**config.mk**
```make
export PLATFORM = sky130hd
export DESIGN_NAME = pio_top
export DESIGN_NICKNAME = d
export VERILOG_FILES = /design/src/common/pio_pkg.sv /design/src/logic/pio_debounce.sv /design/src/logic/pio_top.sv
export SDC_FILE = /design/constraint.sdc
export NUM_CORES = 1
export LEC_CHECK = 0
export BUFFER_PORTS_ARGS = -buffer_cell sky130_fd_sc_hd__buf_2
export CORE_ASPECT_RATIO = 0.9
export CORE_MARGIN = 3
export CORE_UTILIZATION = 63
export CTS_CLUSTER_DIAMETER = 120
export DETAILED_ROUTE_END_ITERATION = 12
export PLACE_DENSITY_LB_ADDON = 0.2
export SETUP_SLACK_MARGIN = 0.15
export SYNTH_ARGS = -nofsm -noshare
export SYNTH_HDL_FRONTEND = slang
export SYNTH_HIERARCHICAL = 1
export SYNTH_SLANG_ARGS = --single-unit
```
**constraint.sdc**
```tcl
create_clock -name sys_clk_i -period 6 [get_ports sys_clk_i]
set_input_delay 0.3 -clock sys_clk_i [delete_from_list [all_inputs] [get_ports sys_clk_i]]
set_output_delay 0.3 -clock sys_clk_i [all_outputs]
set_load 0.02 [all_outputs]
```
**src/common/pio_pkg.sv**
```systemverilog
// package for the discrete request/state block: timing, register map, encodings, carriers
// assumes a single 100 MHz system clock
package pio_pkg;
  // ----------------------------------------
  // timing
  // ----------------------------------------
  localparam int unsigned CLK_HZ = 100_000_000;
  localparam int unsigned DEB_TIME_US = 10000;
  localparam int unsigned DEB_CYC = DEB_TIME_US * (CLK_HZ / 1_000_000);
  localparam int unsigned SOAK_TIME_MS = 1000;
  localparam int unsigned SOAK_CYC = SOAK_TIME_MS * (CLK_HZ / 1000);
  localparam int unsigned NZONE = 12;
  // ----------------------------------------
  // register map (byte addresses)
  // ----------------------------------------
  localparam logic [4:0] ADR_CTRL = 5'h00;
  localparam logic [4:0] ADR_STAT = 5'h04;
  localparam logic [4:0] ADR_ISTAT = 5'h08;
  localparam logic [4:0] ADR_IMASK = 5'h0c;
  localparam logic [4:0] ADR_SCH_HEAT = 5'h10;
  localparam logic [4:0] ADR_SCH_SETB = 5'h14;
  localparam int unsigned CB_HEAT = 0;
  localparam int unsigned CB_SETB = 1;
  localparam int unsigned CB_PUMP = 2;
  localparam int unsigned CB_AUTO = 3;
  localparam int unsigned CB_SCHED = 4;
  localparam int unsigned CB_TANDEM = 5;
  localparam int unsigned CTRL_W = 6;
  localparam logic [5:0] CTRL_RST = 6'h00;
  localparam int unsigned SCH_OFF_POS = 16;
  localparam logic [10:0] SCH_RST = 11'h7ff;
  localparam int unsigned IB_READY_A = 0;
  localparam int unsigned IB_READY_B = 1;
  localparam int unsigned IB_ALARM = 2;
  localparam int unsigned IB_EMPTY = 3;
  localparam int unsigned IB_XOVER = 4;
  localparam int unsigned IB_REMOTE = 5;
  localparam int unsigned NIRQ = 6;
  localparam logic [5:0] IRQ_RST = 6'h00;
  // ----------------------------------------
  // contact encodings
  // ----------------------------------------
  localparam logic [1:0] RUN_OFF = 2'h0;
  localparam logic [1:0] RUN_HEAT = 2'h1;
  localparam logic [1:0] RUN_AT_TEMP = 2'h2;
  localparam logic [1:0] RUN_PUMP = 2'h3;
  localparam logic [1:0] ERR_NONE = 2'h0;
  localparam logic [1:0] ERR_LOW = 2'h1;
  localparam logic [1:0] ERR_EMPTY = 2'h2;
  localparam logic [1:0] ERR_ALARM = 2'h3;
  typedef enum logic [1:0] {HS_OFF, HS_WARM, HS_SOAK, HS_READY} pio_heat_st_t;
  typedef struct packed {logic takeover; logic pump; logic setback; logic heat;} pio_req_t;
  // bit0 = output 1 (run low) .. bit3 = output 4 (error high)
  typedef struct packed {logic [1:0] err; logic [1:0] run;} pio_out_t;
  typedef struct packed {logic read; logic write; logic [4:0] address; logic [31:0] writedata;} pio_avs_req_t;
endpackage

```
**src/logic/pio_debounce.sv**
```systemverilog
// one-bit synchroniser and debouncer for a contact input
// assumes the input may change at any time relative to sys_clk_i
`timescale 1ns/1ps
`default_nettype none
module pio_debounce #(
  parameter int unsigned CYC = 16
) (
  input wire logic sys_clk_i,
  input wire logic nrst_i,
  input wire logic raw_i,
  output logic level_o
);
  localparam int unsigned CW = $clog2(CYC + 1);
  if (CYC < 1) begin : g_chk
    $error("debounce count must be at least one");
  end
  logic s1_q, s2_q;
  logic [CW-1:0] cnt_q;
  wire logic differs = s2_q != level_o;
  wire logic done = cnt_q == CW'(CYC - 1);
  // ----------------------------------------
  // sync and hold-off
  // ----------------------------------------
  always_ff @(posedge sys_clk_i or negedge nrst_i) begin
    if (!nrst_i) begin
      s1_q <= 1'b0;
      s2_q <= 1'b0;
    end else begin
      s1_q <= raw_i;
      s2_q <= s1_q;
    end
  end
  // a change must hold for CYC cycles; any bounce restarts the count
  always_ff @(posedge sys_clk_i or negedge nrst_i) begin
    if (!nrst_i) begin
      cnt_q <= '0;
      level_o <= 1'b0;
    end else if (!differs) begin
      cnt_q <= '0;
    end else if (done) begin
      cnt_q <= '0;
      level_o <= s2_q;
    end else begin
      cnt_q <= cnt_q + CW'(1);
    end
  end
endmodule
`default_nettype wire

```
**src/logic/pio_top.sv**
```systemverilog
// discrete controller interface: request inputs, run/error contacts, heat sequencing, registers
// assumes zone controllers report at-setpoint and in-window flags, an external minute-of-day count
//
// Functional notes
// - four request inputs: heat, setback, pump, controller takeover; each acted on.
// - requests are levels; heat and setback follow them, dropping ends them.
// - takeover only on unit A; it puts both units under controller command.
// - under controller command, display writes to heat, setback, pump are ignored.
// - under controller command automatic crossover is off; controller commands it.
// - each unit drives run low, run high, error low, error high contacts.
// - run code 00 off, 01 heating, 10 at temperature, 11 pumping.
// - error code 00 none, 01 drum low, 10 drum empty, 11 alarm.
// - contacts open at reset; an asserted bit closes its contact.
// - with autostart set, pump starts once all zones reach setpoint; here it waits for ready after soak, all zones in window, active unit.
// - schedule switches heat and setback on and off at set minutes.
// - pump air stays locked until all zones are inside their window.
// - warm-up while heating, soak after setpoint, then ready.
//
// Implementation choices: the Avalon-MM interface to the registers and the address map.
`timescale 1ns/1ps
`default_nettype none
module pio_top
  import pio_pkg::*;
#(
  parameter int unsigned NZ = NZONE,
  parameter int unsigned DEB_CYC_P = DEB_CYC,
  parameter int unsigned SOAK_CYC_P = SOAK_CYC
) (
  input wire logic sys_clk_i,
  input wire logic nrst_i,
  input wire pio_pkg::pio_avs_req_t avs_i,
  output logic [31:0] avs_readdata_o,
  output logic avs_waitrequest_o,
  output logic irq_o,
  input wire pio_pkg::pio_req_t req_i,
  input wire logic [1:0][NZ-1:0] zone_at_sp_i,
  input wire logic [1:0][NZ-1:0] zone_in_win_i,
  input wire logic [1:0] drum_low_i,
  input wire logic [1:0] drum_empty_i,
  input wire logic alarm_i,
  input wire logic [10:0] tod_min_i,
  output wire pio_pkg::pio_out_t [1:0] contact_o,
  output wire logic [1:0] heat_en_o,
  output wire logic [1:0] setback_o,
  output wire logic [1:0] pump_o,
  output wire logic [1:0] air_en_o,
  output logic active_unit_o
);
  import pio_pkg::*;
  localparam int unsigned SW = $clog2(SOAK_CYC_P + 1);
  if (NZ < 1 || NZ > NZONE || SOAK_CYC_P < 1) begin : g_chk
    $error("zone count or soak count out of range");
  end

  // ----------------------------------------
  // request inputs
  // ----------------------------------------
  pio_req_t req_q;
  logic pump_req_prev_q;
  for (genvar i = 0; i < 4; i++) begin : g_deb
    pio_debounce #(.CYC(DEB_CYC_P)) u_deb (
      .sys_clk_i(sys_clk_i),
      .nrst_i(nrst_i),
      .raw_i(req_i[i]),
      .level_o(req_q[i])
    );
  end
  // takeover exists on unit A only and covers both units
  wire logic remote = req_q.takeover;

  // ----------------------------------------
  // register bus
  // ----------------------------------------
  logic wait_q;
  logic [CTRL_W-1:0] ctrl_q, ctrl_d;
  logic [NIRQ-1:0] istat_q, imask_q, ev;
  logic [10:0] sh_on_q, sh_off_q, ss_on_q, ss_off_q, tod_q;
  logic [1:0] ready;
  logic [1:0] all_win;
  wire logic req = avs_i.read | avs_i.write;
  // one wait cycle, then the answer cycle in which writes land
  wire logic wr = avs_i.write & ~wait_q;
  wire logic sel_ctrl = avs_i.address == ADR_CTRL;
  wire logic sel_stat = avs_i.address == ADR_STAT;
  wire logic sel_istat = avs_i.address == ADR_ISTAT;
  wire logic sel_imask = avs_i.address == ADR_IMASK;
  wire logic sel_sh = avs_i.address == ADR_SCH_HEAT;
  wire logic sel_ss = avs_i.address == ADR_SCH_SETB;
  wire logic [31:0] stat_w = {16'h0000, air_en_o, active_unit_o, remote, req_q, contact_o};
  wire logic [31:0] rd_mux =
    sel_ctrl ? 32'(ctrl_q) :
    sel_stat ? stat_w :
    sel_istat ? 32'(istat_q) :
    sel_imask ? 32'(imask_q) :
    sel_sh ? {5'h00, sh_off_q, 5'h00, sh_on_q} :
    sel_ss ? {5'h00, ss_off_q, 5'h00, ss_on_q} : 32'h0000_0000;
  always_ff @(posedge sys_clk_i or negedge nrst_i) begin
    if (!nrst_i) begin
      wait_q <= 1'b1;
      avs_readdata_o <= 32'h0000_0000;
    end else begin
      wait_q <= ~(req & wait_q);
      if (req & wait_q) avs_readdata_o <= rd_mux;
    end
  end
  assign avs_waitrequest_o = wait_q;

  // ----------------------------------------
  // schedule and control register
  // ----------------------------------------
  wire logic tick = (tod_min_i != tod_q) & ctrl_q[CB_SCHED] & ~remote;
  wire logic [CTRL_W-1:0] wmask = remote ? 6'h38 : 6'h3f;
  always_comb begin
    ctrl_d = ctrl_q;
    if (wr && sel_ctrl) ctrl_d = (ctrl_q & ~wmask) | (avs_i.writedata[CTRL_W-1:0] & wmask);
    if (tick && tod_min_i == sh_on_q) ctrl_d[CB_HEAT] = 1'b1;
    if (tick && tod_min_i == sh_off_q) ctrl_d[CB_HEAT] = 1'b0;
    if (tick && tod_min_i == ss_on_q) ctrl_d[CB_SETB] = 1'b1;
    if (tick && tod_min_i == ss_off_q) ctrl_d[CB_SETB] = 1'b0;
  end
  always_ff @(posedge sys_clk_i or negedge nrst_i) begin
    if (!nrst_i) begin
      ctrl_q <= CTRL_RST;
      tod_q <= 11'h000;
      {sh_on_q, sh_off_q, ss_on_q, ss_off_q} <= {4{SCH_RST}};
    end else begin
      ctrl_q <= ctrl_d;
      tod_q <= tod_min_i;
      if (wr && sel_sh) {sh_off_q, sh_on_q} <= {avs_i.writedata[26:16], avs_i.writedata[10:0]};
      if (wr && sel_ss) {ss_off_q, ss_on_q} <= {avs_i.writedata[26:16], avs_i.writedata[10:0]};
    end
  end
  // requests are levels: the command follows them directly
  wire logic heat_cmd = remote ? req_q.heat : ctrl_q[CB_HEAT];
  wire logic setb_cmd = remote ? req_q.setback : ctrl_q[CB_SETB];
  wire logic pump_cmd = remote ? req_q.pump : ctrl_q[CB_PUMP];

  // ----------------------------------------
  // crossover between units
  // ----------------------------------------
  wire logic other = ~active_unit_o;
  wire logic tandem = ctrl_q[CB_TANDEM];
  wire logic empty_act = drum_empty_i[active_unit_o];
  // locally the unit swaps itself; under takeover only a fresh pump request swaps
  wire logic xo_auto = ~remote & tandem & empty_act & ready[other];
  wire logic xo_plc = remote & tandem & empty_act & req_q.pump & ~pump_req_prev_q;
  wire logic xover = xo_auto | xo_plc;
  always_ff @(posedge sys_clk_i or negedge nrst_i) begin
    if (!nrst_i) begin
      active_unit_o <= 1'b0;
      pump_req_prev_q <= 1'b0;
    end else begin
      pump_req_prev_q <= req_q.pump;
      if (xover) active_unit_o <= other;
    end
  end

  // ----------------------------------------
  // per-unit heat sequence and contacts
  // ----------------------------------------
  wire logic [1:0] err_code = alarm_i ? ERR_ALARM :
    empty_act ? ERR_EMPTY :
    drum_low_i[active_unit_o] ? ERR_LOW : ERR_NONE;
  for (genvar u = 0; u < 2; u++) begin : g_unit
    pio_heat_st_t st_q;
    logic [SW-1:0] soak_q;
    logic heat_q, setb_q, pump_q, air_q;
    pio_out_t out_q;
    wire logic on = heat_cmd & (u == 0 || tandem);
    wire logic all_sp = &zone_at_sp_i[u];
    wire logic soak_done = soak_q == SW'(SOAK_CYC_P - 1);
    wire logic pump_d = on & ready[u] & all_win[u] & (active_unit_o == 1'(u)) &
      (pump_cmd | ctrl_q[CB_AUTO]);
    assign all_win[u] = &zone_in_win_i[u];
    assign ready[u] = st_q == HS_READY;
    always_ff @(posedge sys_clk_i or negedge nrst_i) begin
      if (!nrst_i) begin
        st_q <= HS_OFF;
        soak_q <= '0;
      end else begin
        // count holds at its end so a late window still lets the unit go ready
        soak_q <= (st_q != HS_SOAK) ? '0 : soak_done ? soak_q : soak_q + SW'(1);
        case (st_q)
          HS_OFF: if (on) st_q <= HS_WARM;
          HS_WARM: if (!on) st_q <= HS_OFF; else if (all_sp) st_q <= HS_SOAK;
          HS_SOAK: if (!on) st_q <= HS_OFF; else if (!all_sp) st_q <= HS_WARM; else if (soak_done && all_win[u]) st_q <= HS_READY;
          HS_READY: if (!on) st_q <= HS_OFF; else if (!all_win[u]) st_q <= HS_WARM;
          default: st_q <= HS_OFF;
        endcase
      end
    end
    always_ff @(posedge sys_clk_i or negedge nrst_i) begin
      if (!nrst_i) begin
        {heat_q, setb_q, pump_q, air_q} <= 4'h0;
        out_q <= '0;
      end else begin
        heat_q <= on;
        setb_q <= on & setb_cmd;
        air_q <= ready[u] & all_win[u];
        pump_q <= pump_d;
        out_q.err <= err_code;
        out_q.run <= !on ? RUN_OFF : pump_d ? RUN_PUMP : ready[u] ? RUN_AT_TEMP : RUN_HEAT;
      end
    end
    assign contact_o[u] = out_q;
    assign heat_en_o[u] = heat_q;
    assign setback_o[u] = setb_q;
    assign pump_o[u] = pump_q;
    assign air_en_o[u] = air_q;
  end

  // ----------------------------------------
  // interrupts
  // ----------------------------------------
  logic [1:0] ready_prev_q;
  logic alarm_prev_q, empty_prev_q, remote_prev_q;
  always_comb begin
    ev = '0;
    ev[IB_READY_A] = ready[0] & ~ready_prev_q[0];
    ev[IB_READY_B] = ready[1] & ~ready_prev_q[1];
    ev[IB_ALARM] = alarm_i & ~alarm_prev_q;
    ev[IB_EMPTY] = empty_act & ~empty_prev_q;
    ev[IB_XOVER] = xover;
    ev[IB_REMOTE] = remote ^ remote_prev_q;
  end
  // a new event in the clearing cycle survives the clear
  always_ff @(posedge sys_clk_i or negedge nrst_i) begin
    if (!nrst_i) begin
      istat_q <= IRQ_RST;
      imask_q <= IRQ_RST;
      irq_o <= 1'b0;
      {ready_prev_q, alarm_prev_q, empty_prev_q, remote_prev_q} <= 5'h00;
    end else begin
      istat_q <= (istat_q & ~((wr & sel_istat) ? avs_i.writedata[NIRQ-1:0] : '0)) | ev;
      if (wr && sel_imask) imask_q <= avs_i.writedata[NIRQ-1:0];
      irq_o <= |(istat_q & imask_q);
      {ready_prev_q, alarm_prev_q, empty_prev_q, remote_prev_q} <= {ready, alarm_i, empty_act, remote};
    end
  end

  // ----------------------------------------
  // checks
  // ----------------------------------------
  pio_heat_st_t st_q_a;
  assign st_q_a = g_unit[0].st_q;
endmodule
`default_nettype wire

```
==> results summary, run 1 <==
The switching component of the power came out at 985 uW. The Yosys step of the flow raised 6 warnings. The run finished with clean final reports. The layout net count is 1540.

Buffers placed on the I/O ports in this run total 144. The endpoint with the worst hold slack is tod_q[9]$_DFF_PN0_. The maximum resistive drop on vdd came out at 237 uV. The cell area after synthesis is 13200 um2. The internal power component came out at 3200 uW. STA classifies the critical path startpoint as a flop. The core footprint came out at 20300 um2. Counting instances, the worst hold path has a depth of 1.

The slew at the pin closest to its max-slew limit is 1.05 ns. The weighted congestion at the end of routability-driven global placement came out at 0.887. The startpoint identified for the worst register-to-register timing path is g_unit[1].soak_q[0]$_DFFE_PN0P_. The number of vias per cell after detailed routing came out at 5.88.

The register-to-register path setup slack is 3.75 ns. The clock-pin transition on the worst setup and hold timing paths came out at 0.06 ns. The die covers 22800 um2. The pre-CTS setup slack is 3.63 ns. The half-perimeter wire length after placement is 20.6 mm. The highest attainable clock frequency is 0.445 GHz. Entering global routing, the biggest net connects 174 pins. The static leakage is 0.00634 uW. Among all cell types in the netlist, the one instantiated most often is dfrtp_1. The critical path buffer and inverter count is 0. Final hold analysis gives a worst-case slack of 0.0145 ns. The first detailed-routing pass ran for 6 iterations. The startpoint identified for the worst hold timing path is tod_min_i[9]. After synthesis the netlist holds a flip-flop and latch count of 272. A synthesized cell averages 10.2 um2. CTS built an H-tree with a depth of 1. Across the routed clock network, the largest skew measured is 0.00838 ns. After clock tree synthesis, the setup repair step added 0 buffers.

The total track usage is 0.266. Of all nets on the critical path, the largest fanout is 18. The worst pin sits at a relative slew slack of 0.296. STA classifies the critical path endpoint as a flop. The kind of critical path is flop to flop. Setup repair after global routing left no endpoint under its margin.

The count of cells along the worst register-to-register path came out at 6. STA puts the critical path data required time at 6.43 ns. The path class of the tightest hold or removal check is input port to flop. The cell at the root of the clock tree is clkbuf_16.

For this configuration, the core starts out at a cell density of 0.652. By count the netlist is led by dfrtp_1 (227), nor2_1 (149), xnor2_1 (124). The fraction of power spent switching nets came out at 0.235. The data arrival time of the critical path is 2.68 ns. The max-slew violation count is 0. The critical register-to-register path endpoint is g_unit[1].st_q[0]$_DFFE_PN0P_. The average wire length per cell after detail routing is 17.6 um. The floorplan has 49 rows. The via count of the first global-routing pass came out at 10.1k.

The later pin in the worst-skew pair is clocked with a latency of 0.53 ns. The final core area utilization came out at 0.746. The most instantiated flip-flop cell in the synthesis netlist is dfrtp_1. The number of remaining DRC errors is 0. The number of nets with antenna violations after routing came out at 0. The power density of the placed cells came out at 276 nW/um2. The logic gate share of total power is 0.081.

The sequential fraction of design power came out at 0.485. The final setup violation count is 0. The number of standard cells after synthesis came out at 1298. The final wirelength came out at 30.4 mm. Setup slack closes at 3.75 ns. The number of hold-slack violations in the final timing report came to 0.

In the final layout, the share of cells above drive strength 1 is 0.216. After synthesis, the share of flip-flops with an asynchronous set or reset is 1.00. The clock passes through at most 3 buffers.

Among the stages of the critical path, the cell type that occurs most often is nand2_1. The total number of vias is 10.2k. The total overflow reported by the global router came out at 0.

The top cell family by delay on the critical path is simple AND/OR/NAND/NOR gates. The TritonCTS sink count is 272. The completed layout was analyzed and its total power is 4190 uW. The distinct cell type count of the synthesized netlist is 60.

The final-layout setup total negative slack is 0 ns. For this run, the register share of the synthesized area comes to 0.519. The max-cap violation count is 0. The total CTS buffers came out at 27. The share of the synthesized area in the top cell type is 0.429.

TritonCTS built the clock tree. The die is 143 um tall. 160 I/O pins were placed.

The initial antenna violation count is 1. The cell with the largest stage delay on the worst path is nor4_4. Ranked by total cell area, the synthesized netlist is headed by dfrtp_1 (43%), dfstp_2 (8.9%), xnor2_1 (8.2%), nor2_1 (4.2%), mux2_2 (3.3%). The final critical delay including setup and external delays came out at 2.25 ns.

In this design, the stage delay of the slowest critical-path cell is 0.76 ns. The part of the total power dissipated in the clock network is 0.434. The final clock period utilization by the worst path came out at 0.375. The post-cts sizing count is 0.

The first global-routing pass estimated 50.5 mm of wire. Of all cell types, the one taking the most synthesized area is dfrtp_1. The count of flip-flops with a built-in enable after synthesis is 0. In this run the horizontal extent of the chip is 159 um. The iteration-0 DRC count of the detailed router came out at 852. The area growth from synthesis to layout came out at 14.5%. Walking the worst path, the cells encountered are ha_1, and3_1, nand2_1, nor4_4, nand2_1, a311oi_1.
==> layer usage <==
| metal | routed length [um] | global-route usage |
|---|---|---|
| met4 | 868 | 0.0742 |
| met2 | 14400 | 0.449 |
| met1 | 13300 | 0.367 |
| met5 | 13 | 0 |
| met3 | 1740 | 0.0398 |
==> worst max path at each step <==
| stage | start | slack [ns] | endpoint | cells after the start |
|---|---|---|---|---|
| 2_1_floorplan | g_deb[0].u_deb/cnt_q[12]$_DFF_PN0_ | 4.02 | g_deb[0].u_deb/cnt_q[10]$_DFF_PN0_ | 5 |
| 3_3_place_gp | avs_i[35] | 3.63 | sh_off_q[9]$_DFFE_PN1P_ | 5 |
| 3_5_place_dp | avs_i[35] | 3.63 | sh_off_q[3]$_DFFE_PN1P_ | 5 |
| 4_1_cts | g_unit[1].soak_q[0]$_DFFE_PN0P_ | 3.71 | g_unit[1].st_q[0]$_DFFE_PN0P_ | 6 |
| 5_1_grt | g_unit[1].soak_q[0]$_DFFE_PN0P_ | 3.53 | g_unit[1].st_q[0]$_DFFE_PN0P_ | 6 |
| 6_report | g_unit[1].soak_q[0]$_DFFE_PN0P_ | 3.75 | g_unit[1].st_q[0]$_DFFE_PN0P_ | 6 |
==> layout make-up <==
type | instances | area, um2
Sequential cell | 272 | 6860
Multi-Input combinational cell | 918 | 5890
Fill cell | 1434 | 5150
Timing Repair Buffer | 162 | 911
Clock buffer | 34 | 752
Tap cell | 280 | 350
Clock inverter | 15 | 215
Inverter | 44 | 165
Antenna cell | 1 | 2.50
==> through the flow <==
stage	cells	area, um2
global route	1725	15100
global placement	1663	14000
floorplan	1302	13200
detailed placement	1663	14000
CTS	1725	15100
finish	1726	15100
==> placed cells by master, fill, tap and decap left out, drive strengths merged, types with 7 or more instances in the layout <==
master,instances
a31o,7
inv,46
a22oi,17
buf,149
and3,13
a21oi,29
mux2,39
mux2i,12
dlygate4sd3,13
nand4,58
o21ai,82
dfrtp,227
nand3,50
xnor2,124
or3,12
nand2,98
nor2,149
a31oi,8
or4,21
clkbuf,34
dfstp,45
nor4,36
nor3,30
xor2,28
nor2b,12
==> power by group through the flow <==
stage | Clock, uW | Combinational [uW] | Sequential (uW)
floorplan | 0 | 195 | 2050
detailed placement | 0 | 332 | 2060
global placement | 0 | 323 | 2050
CTS | 1850 | 342 | 2030
global route | 1940 | 375 | 2040
finish | 1820 | 339 | 2030
==> flip-flops by register name (all words and copies together) (netlist names), 4 cells and up, named ones only <==
name                 count
avs_readdata_o          26
contact_o                6
ctrl_q                   5
g_deb.u_deb/cnt_q       80
g_deb.u_deb/level_o      4
g_deb.u_deb/s1_q         4
g_deb.u_deb/s2_q         4
g_unit.soak_q           54
g_unit.st_q              4
imask_q                  6
istat_q                  6
sh_off_q                11
sh_on_q                 11
ss_off_q                11
ss_on_q                 11
tod_q                   11
==> cells by family (layout without fill, tap and decap cells) <==
family          count (synthesis)  after routing  share of synthesized area
flops                         272            272                      0.519
fa+ha+maj                       6              6                    0.00567
buf+inv                       112            255                     0.0394
xor+xnor                      152            152                      0.101
mux                            51             51                     0.0423
other cells                     1              6                   0.000283
compound gates                181            181                     0.0879
simple gates                  523            523                      0.205
==> repair_timing <==
action	4_1_cts	5_1_grt
endpoints found under the hold margin	84	0
hold buffers	13	0
endpoints found under the setup margin	0	0
Power figures use the tool's default switching activity.
==> inputs of run 2 (changes only) <==
--- a/config.mk
+++ b/config.mk
@@ -8,7 +8,7 @@
 export BUFFER_PORTS_ARGS = -buffer_cell sky130_fd_sc_hd__buf_2
 export CORE_ASPECT_RATIO = 0.9
 export CORE_MARGIN = 3
-export CORE_UTILIZATION = 63
+export CORE_UTILIZATION = 59
 export CTS_CLUSTER_DIAMETER = 120
 export DETAILED_ROUTE_END_ITERATION = 12
 export PLACE_DENSITY_LB_ADDON = 0.2
==> constraint.sdc (replaced) <==
create_clock -name sys_clk_i -period 2.3 [get_ports sys_clk_i]
set_input_delay 0.115 -clock sys_clk_i [delete_from_list [all_inputs] [get_ports sys_clk_i]]
set_output_delay 0.115 -clock sys_clk_i [all_outputs]
set_load 0.02 [all_outputs]
==> run 2 against run 1 <==
Fmax grew 7.5%. Clock power grew to 2.6 times the previous value. Final cell count increased by 5.3%. Total power rose to 2.6 times the previous value. Critical path depth is 1 lower. Sequential power rose to 2.6 times the previous value. Worst hold slack improved by 0.012 ns. Sequential share of layout area fell by 2.3 points. Cell area increased by 5.4%. First-iteration DRC count is 0.47% lower. Non-clock buffer count is 79 higher.
==> results summary, run 2 (synthesized netlist as in run 1, its figures left out) <==
The run finished with clean final reports. The final wirelength is 31.7 mm. The critical path in this run is classified as flop to flop. For this run, design rule violations remaining after detail routing come to 0. Registers take 6860 um2. Of all nets on the critical path, the largest fanout is 8.

The pre-CTS setup slack is 0.166 ns. The largest register by flop count is g_deb.u_deb/cnt_q. The die area is 24300 um2. The detail route stage leaves a number of antenna-violating nets equal to 0. The starting utilization of the core area came out at 0.606. The initial antenna violation count is 0. The data arrival time of the critical path came out at 2.54 ns. In this run the critical register-to-register path is launched from g_unit[0].soak_q[8]$_DFFE_PN0P_. The worst clock skew is 0.00867 ns. The static leakage is 0.00673 uW.

In the final layout, the registers with the most flip-flops are g_deb.u_deb/cnt_q: 80 flops, g_unit.soak_q: 54 flops, avs_readdata_o: 26 flops. The total iterations of the first detailed-routing run is 5. Detailed placement ended at an HPWL of 22.0 mm.

In this run, the number of DRC markers left after iteration 0 of detailed routing was 848. After routing, the total negative slack on setup checks comes to 0 ns. After routing the design area is 16000 um2. The clock-pin transition on the worst setup and hold timing paths came out at 0.06 ns. The via count of the first global-routing pass came out at 10.4k. For this run, the total global-route usage over all layers was measured as 0.267.

The global-route wire length before repair came out at 52.6 mm. The cell area reported after detailed placement came out at 14400 um2. The final clock period utilization by the worst path came out at 0.909.

The die boundary height is 148 um. The source of the critical timing path is g_unit[0].soak_q[8]$_DFFE_PN0P_. The count of H-tree levels built during CTS is 1.

The total number of vias is 10.4k. TritonCTS built the clock tree. The register with the most flip-flops in the layout has 80 of them.

The TritonCTS sink count is 272. The library cell used most frequently in the layout, excluding fill and tap cells, is dfrtp_1. The largest net degree at the start of global routing is 78. The buffers inserted during post-CTS setup optimization is 0. The final setup violation count came out at 0.

The total CTS buffers came out at 29. The core footprint is 21800 um2. The fraction of final layout cells sized beyond drive strength 1 came out at 0.230. The critical path data required time came out at 2.75 ns. The number of hold-slack violations in the final timing report came out at 0. Summed over all layers, the global routing overflow is 0. The average wire length per cell after detail routing came out at 17.4 um. Setup repair after global routing could not meet its margin everywhere. 0 antenna diodes ended up in the layout.

The final worst-path setup slack came out at 0.209 ns. The number of primary I/O pins came out at 160. The multi-input combinational cell area came out at 5900 um2. The max-cap violation count came out at 0. The width of the chip came out at 164 um.

The weighted congestion at the end of routability-driven global placement came out at 0.905. Leaving out fill and tap cells, the most frequent cells in the layout are dfrtp_1 (227), nor2_1 (147), buf_2 (143), xnor2_1 (124), nand2_1 (97). The floorplan has 51 rows.

The cell at the root of the clock tree is clkbuf_16. The type of the most critical hold path is input port to flop. The max-slew violation count came out at 0.

The insertion delay of the later-clocked pin in the worst-skew pair came out at 0.53 ns. The max-slew headroom at the worst pin came out at 0.442. The highest attainable clock frequency came out at 0.478 GHz.

The area growth from synthesis to layout came out at 20.6%. At the pin with the least slew margin, the transition time is 0.834 ns. The maximum resistive drop on vdd is 481 uV. The layout net count is 1621.

The number of vias per cell after detailed routing is 5.73. The worst hold path begins at zone_at_sp_i[6]. After filler insertion, the fill cell instance count of the layout stands at 1557. STA classifies the critical path endpoint as a flop. Dividing total power by cell area gives a power density of 692 nW/um2. The routed design could run at a clock period as short as 2.09 ns. The worst setup path is launched from a flop. The worst-case clock buffer depth came out at 3. The number of buffers inserted by port buffering is 144.
==> run 2: changes by cell type in the layout (fill, tap and decap cells not counted), moves of 3 or more <==
cell           before  now
dlygate4sd3_1      13   55
buf_4               4   35
buf_12              1    6
clkbuf_1            2    7
clkbuf_8            5    9
clkinv_2            6    3
==> run 2: per-layer routing <==
| layer | share of wire | GRT usage | vias to the layer above | routed length (um) |
|---|---|---|---|---|
| met1 | 0.44 | 0.375 | 5083 | 14000 |
| li1 | - | - | 4976 | - |
| met5 | 0 | 0 | - | 0 |
| met3 | 0.053 | 0.0351 | 56 | 1670 |
| met2 | 0.48 | 0.444 | 305 | 15300 |
| met4 | 0.024 | 0.0689 | 0 | 758 |
==> run 2: per-stage QoR <==
step / hold slack, ns / total power [uW] / std cells / util
after detailed placement: 0.146 / 6280 / 1711 / 0.660
after floorplan: -0.181 / 5850 / 1302 / -
after global routing: 0.0436 / 11500 / 1818 / 0.731
after CTS: 0.00269 / 11100 / 1818 / 0.730
after global placement: 0.134 / 6240 / 1711 / 0.660
final: 0.0263 / 11000 / 1818 / 0.731
==> run 2: worst paths after layout <==
kind / depth (start not counted) / slack [ns] / end
worst min-delay path: 5 / 0.03 / g_unit[0].st_q[1]$_DFFE_PN0P_
min in group asynchronous: 2 / 0.15 / avs_readdata_o[3]$_DFFE_PN0P_
worst max register to register: 5 / 0.21 / g_unit[0].soak_q[21]$_DFFE_PN0P_
worst min register to register: 0 / 0.35 / g_deb[0].u_deb/s2_q$_DFF_PN0_
max in group asynchronous: 3 / 1.21 / g_unit[1].soak_q[10]$_DFFE_PN0P_
worst max-delay path: 5 / 0.21 / g_unit[0].soak_q[21]$_DFFE_PN0P_
==> run 2: timing repair <==
action,4_1_cts,5_1_grt
hold endpoints to repair,152,0
hold buffers,55,0
setup endpoints to repair,0,16
gates resized for setup,0,6
==> run 2: worst max-delay path, stage by stage (launching register included) <==
cell and delay [ns]:
dfrtp_1 0.44, or4b_4 0.56, nor4_4 0.30, a21oi_1 0.30
nand4_1 0.21, mux2i_1 0.20
==> run 2: layout make-up <==
cell class / instances / share of cell area
Sequential cell: 272 / 0.430
Timing Repair Buffer: 241 / 0.105
Multi-Input combinational cell: 918 / 0.370
Clock buffer: 45 / 0.0549
Tap cell: 291 / 0.0228
Clock inverter: 7 / 0.00729
Inverter: 44 / 0.0103
==> run 2: report_power, final <==
| group | switching [uW] | internal [uW] |
|---|---|---|
| sequential | 204 | 5090 |
| clock | 1830 | 2940 |
| combinational | 531 | 450 |
| total | 2570 | 8480 |
==> inputs of run 3 (changes only) <==
--- a/config.mk
+++ b/config.mk
@@ -8,7 +8,8 @@
 export BUFFER_PORTS_ARGS = -buffer_cell sky130_fd_sc_hd__buf_2
 export CORE_ASPECT_RATIO = 0.9
 export CORE_MARGIN = 3
-export CORE_UTILIZATION = 59
+export CORE_UTILIZATION = 61
+export CTS_BUF_LIST = sky130_fd_sc_hd__clkbuf_4 sky130_fd_sc_hd__clkbuf_8
 export CTS_CLUSTER_DIAMETER = 120
 export DETAILED_ROUTE_END_ITERATION = 12
 export PLACE_DENSITY_LB_ADDON = 0.2
==> run 3 against run 2 <==
Core utilization grew 2.2 points. Sequential share of layout area grew 0.22 points. Flip-flop and latch count is the same. Via count grew 2.2%. Count of clock-buffer cells in the layout grew 26. Critical path type unchanged.
==> results summary, run 3 (synthesized netlist as in run 1, its figures left out) <==
The max-cap violation count is 0. STA classifies the critical path startpoint as a flop. The insertion delay of the later-clocked pin in the worst-skew pair is 0.54 ns. The number of primary I/O pins came out at 160.

The data arrival time of the critical path came out at 2.52 ns. The max-slew headroom at the worst pin is 0.352. Across every metal layer, demand over resource in global routing totals 0.280. The half-perimeter wire length after placement came out at 21.9 mm. The worst setup path is captured at a flop.

The number of hold-slack violations in the final timing report came out at 0. The worst-case clock buffer depth came out at 3. The total number of vias is 10.7k.

The final setup violation count came out at 0. Dividing the detail-routed wire length by the instance count gives 17.9 um. Leaving out fill and tap cells, the most frequent cell in the layout is dfrtp_1. The width of the chip came out at 161 um. In this run the critical register-to-register path is captured at g_deb[2].u_deb/level_o$_DFFE_PN0P_.

The number of remaining DRC errors came out at 0. The number of inserted diodes is 0. Once layout is complete, the utilization of the core stands at 0.753.

For this run, global-route usage on met1 was measured as 0.393. The number of nets with antenna violations after routing is 0. The largest registers in the layout are g_deb.u_deb/cnt_q: 80 flops, g_unit.soak_q: 54 flops, avs_readdata_o: 26 flops. The maximum resistive drop on vdd is 427 uV. The register-to-register path setup slack is 0.21 ns. The global-route wire length before repair is 54.0 mm. The cell area reported after detailed placement is 14300 um2. The final clock period utilization by the worst path is 0.910. The final layout contains routed wiring with a total length of 32.7 mm.

TritonCTS built the clock tree. In this design, the largest share of critical-path delay is due to simple AND/OR/NAND/NOR gates. The via count of the first global-routing pass is 10.6k. The layout net count came out at 1627. The highest attainable clock frequency is 0.478 GHz.

STA puts the critical path data required time at 2.72 ns. Excluding fillers, the count of instances in the completed layout stands at 1832. The number of flip-flops under the largest register name is 80. Together, buffers and inverters on the worst path number 0. The count of cells along the worst register-to-register path came out at 4. The H-tree was split into 2 levels.

After global routing the overflow that remains totals 0. Buffers placed on the I/O ports in this run total 144. Of the cells placed in the final design, the portion with a size suffix greater than 1 is 0.242. The cell depth of the worst hold path is 2. The global-route met2 utilization is 0.457. After the first detailed-routing iteration, the DRC count stood at 952. The startpoint identified for the worst hold timing path is avs_i[38]. The largest register by flop count is g_deb.u_deb/cnt_q.

The filler cell count is 1494. The max-slew violation count is 0. The initial antenna violation count came out at 0. The met3 track demand over resource is 0.0421.

The slew at the pin closest to its max-slew limit came out at 0.968 ns. The cell sitting at the root of the clock tree is a clkbuf_8. The clock-pin transition on the worst setup and hold timing paths came out at 0.06 ns. The multi-input combinational cell area is 5890 um2. Leaving out fill and tap cells, the most frequent cells in the layout are dfrtp_1 (227), nor2_1 (149), buf_2 (143), xnor2_1 (124), nand2_1 (97). The TritonCTS sink count is 272. Setup repair after global routing could not meet its margin everywhere.

The cell row count came out at 50. The sequential cell area came out at 6860 um2. The layer with the highest usage after global routing is met2. Measured along the y axis, the die boundary spans 146 um. The critical path goes through or4_1, or4_4, nor2_1, mux2_2. The static leakage came out at 0.00673 uW. Entering global routing, the biggest net connects 72 pins. The total CTS buffers came out at 44.

For the final database, setup skew stands at 0.0260 ns. The first detailed-routing pass took 5 iterations. The worst register-to-register path begins at g_deb[2].u_deb/cnt_q[12]$_DFF_PN0_.

The die area came out at 23500 um2. The final critical delay including setup and external delays is 2.09 ns. The final-layout setup total negative slack came out at 0 ns. For this design the ratio of total power to cell area is 684 nW/um2. The highest net fanout along the worst path came out at 5. The slowest stage of the critical path belongs to the cell or4_1. For hold timing, the worst endpoint is avs_waitrequest_o$_DFF_PN1_. The core footprint came out at 21100 um2.

The area growth from synthesis to layout came out at 20.0%. For this configuration, the core starts out at a cell density of 0.628. The number of cells in the design after placement came out at 1697. The number of vias per cell after detailed routing is 5.81. The final non-filler cell area came out at 15900 um2. In this design, the stage delay of the slowest critical-path cell is 0.56 ns. The setup path with the least slack is of type flop to flop.

The type of the most critical hold path is input port to flop. The flow ran to the end, and the final reports show no timing, DRC or antenna violations. The weighted congestion at the end of routability-driven global placement came out at 0.881.
-- run 3: report_power, final --
part           total [uW]  internal (uW)  leakage, uW  switching (uW)
Clock                4590           2680     0.000526            1910
Sequential           5290           5090      0.00354             202
Combinational         983            447      0.00266             536
Total               10900           8210      0.00673            2650
-- run 3: layout make-up --
cell class | count | share of cell area
timing repair buffer | 232 | 0.102
inverter | 44 | 0.0104
multi-input combinational | 918 | 0.371
sequential | 272 | 0.432
clock inverter | 9 | 0.00615
clock buffer | 71 | 0.0560
tap | 286 | 0.0225
-- run 3: repair_timing --
item                       in CTS  in global routing
setup buffers                   0                  0
setup endpoints to repair       0                 15
hold buffers                   55                  0
hold endpoints to repair      299                  0
resized for setup               0                  1
-- run 3: worst max path at each step --
| stage | startpoint | to | cells past startpoint |
|---|---|---|---|
| 2_1_floorplan | g_deb[0].u_deb/cnt_q[12]$_DFF_PN0_ | g_deb[0].u_deb/cnt_q[10]$_DFF_PN0_ | 5 |
| 3_3_place_gp | g_unit[0].soak_q[17]$_DFFE_PN0P_ | g_unit[0].soak_q[1]$_DFFE_PN0P_ | 5 |
| 3_5_place_dp | g_unit[0].soak_q[8]$_DFFE_PN0P_ | g_unit[0].soak_q[1]$_DFFE_PN0P_ | 5 |
| 4_1_cts | g_unit[1].soak_q[0]$_DFFE_PN0P_ | g_unit[1].st_q[0]$_DFFE_PN0P_ | 7 |
| 5_1_grt | g_unit[0].soak_q[8]$_DFFE_PN0P_ | g_unit[0].soak_q[25]$_DFFE_PN0P_ | 5 |
| 6_report | g_deb[2].u_deb/cnt_q[12]$_DFF_PN0_ | g_deb[2].u_deb/level_o$_DFFE_PN0P_ | 4 |
-- run 3: metal layers --
metal	vias up	wire length [um]
li1	4990	-
met2	371	15700
met1	5221	14200
met3	69	2010
met4	0	859
met5	-	0
-- run 3: per-stage QoR --
stage / power (uW) / hold WS (ns) / setup WS (ns)
after global placement: 6240 / 0.0544 / 0.223
after CTS: 10900 / 0.00246 / 0.155
after floorplan: 5850 / -0.181 / 0.323
after global routing: 11300 / 0.0473 / 0.0853
after detailed placement: 6270 / 0.0509 / 0.189
final: 10900 / 0.0218 / 0.207
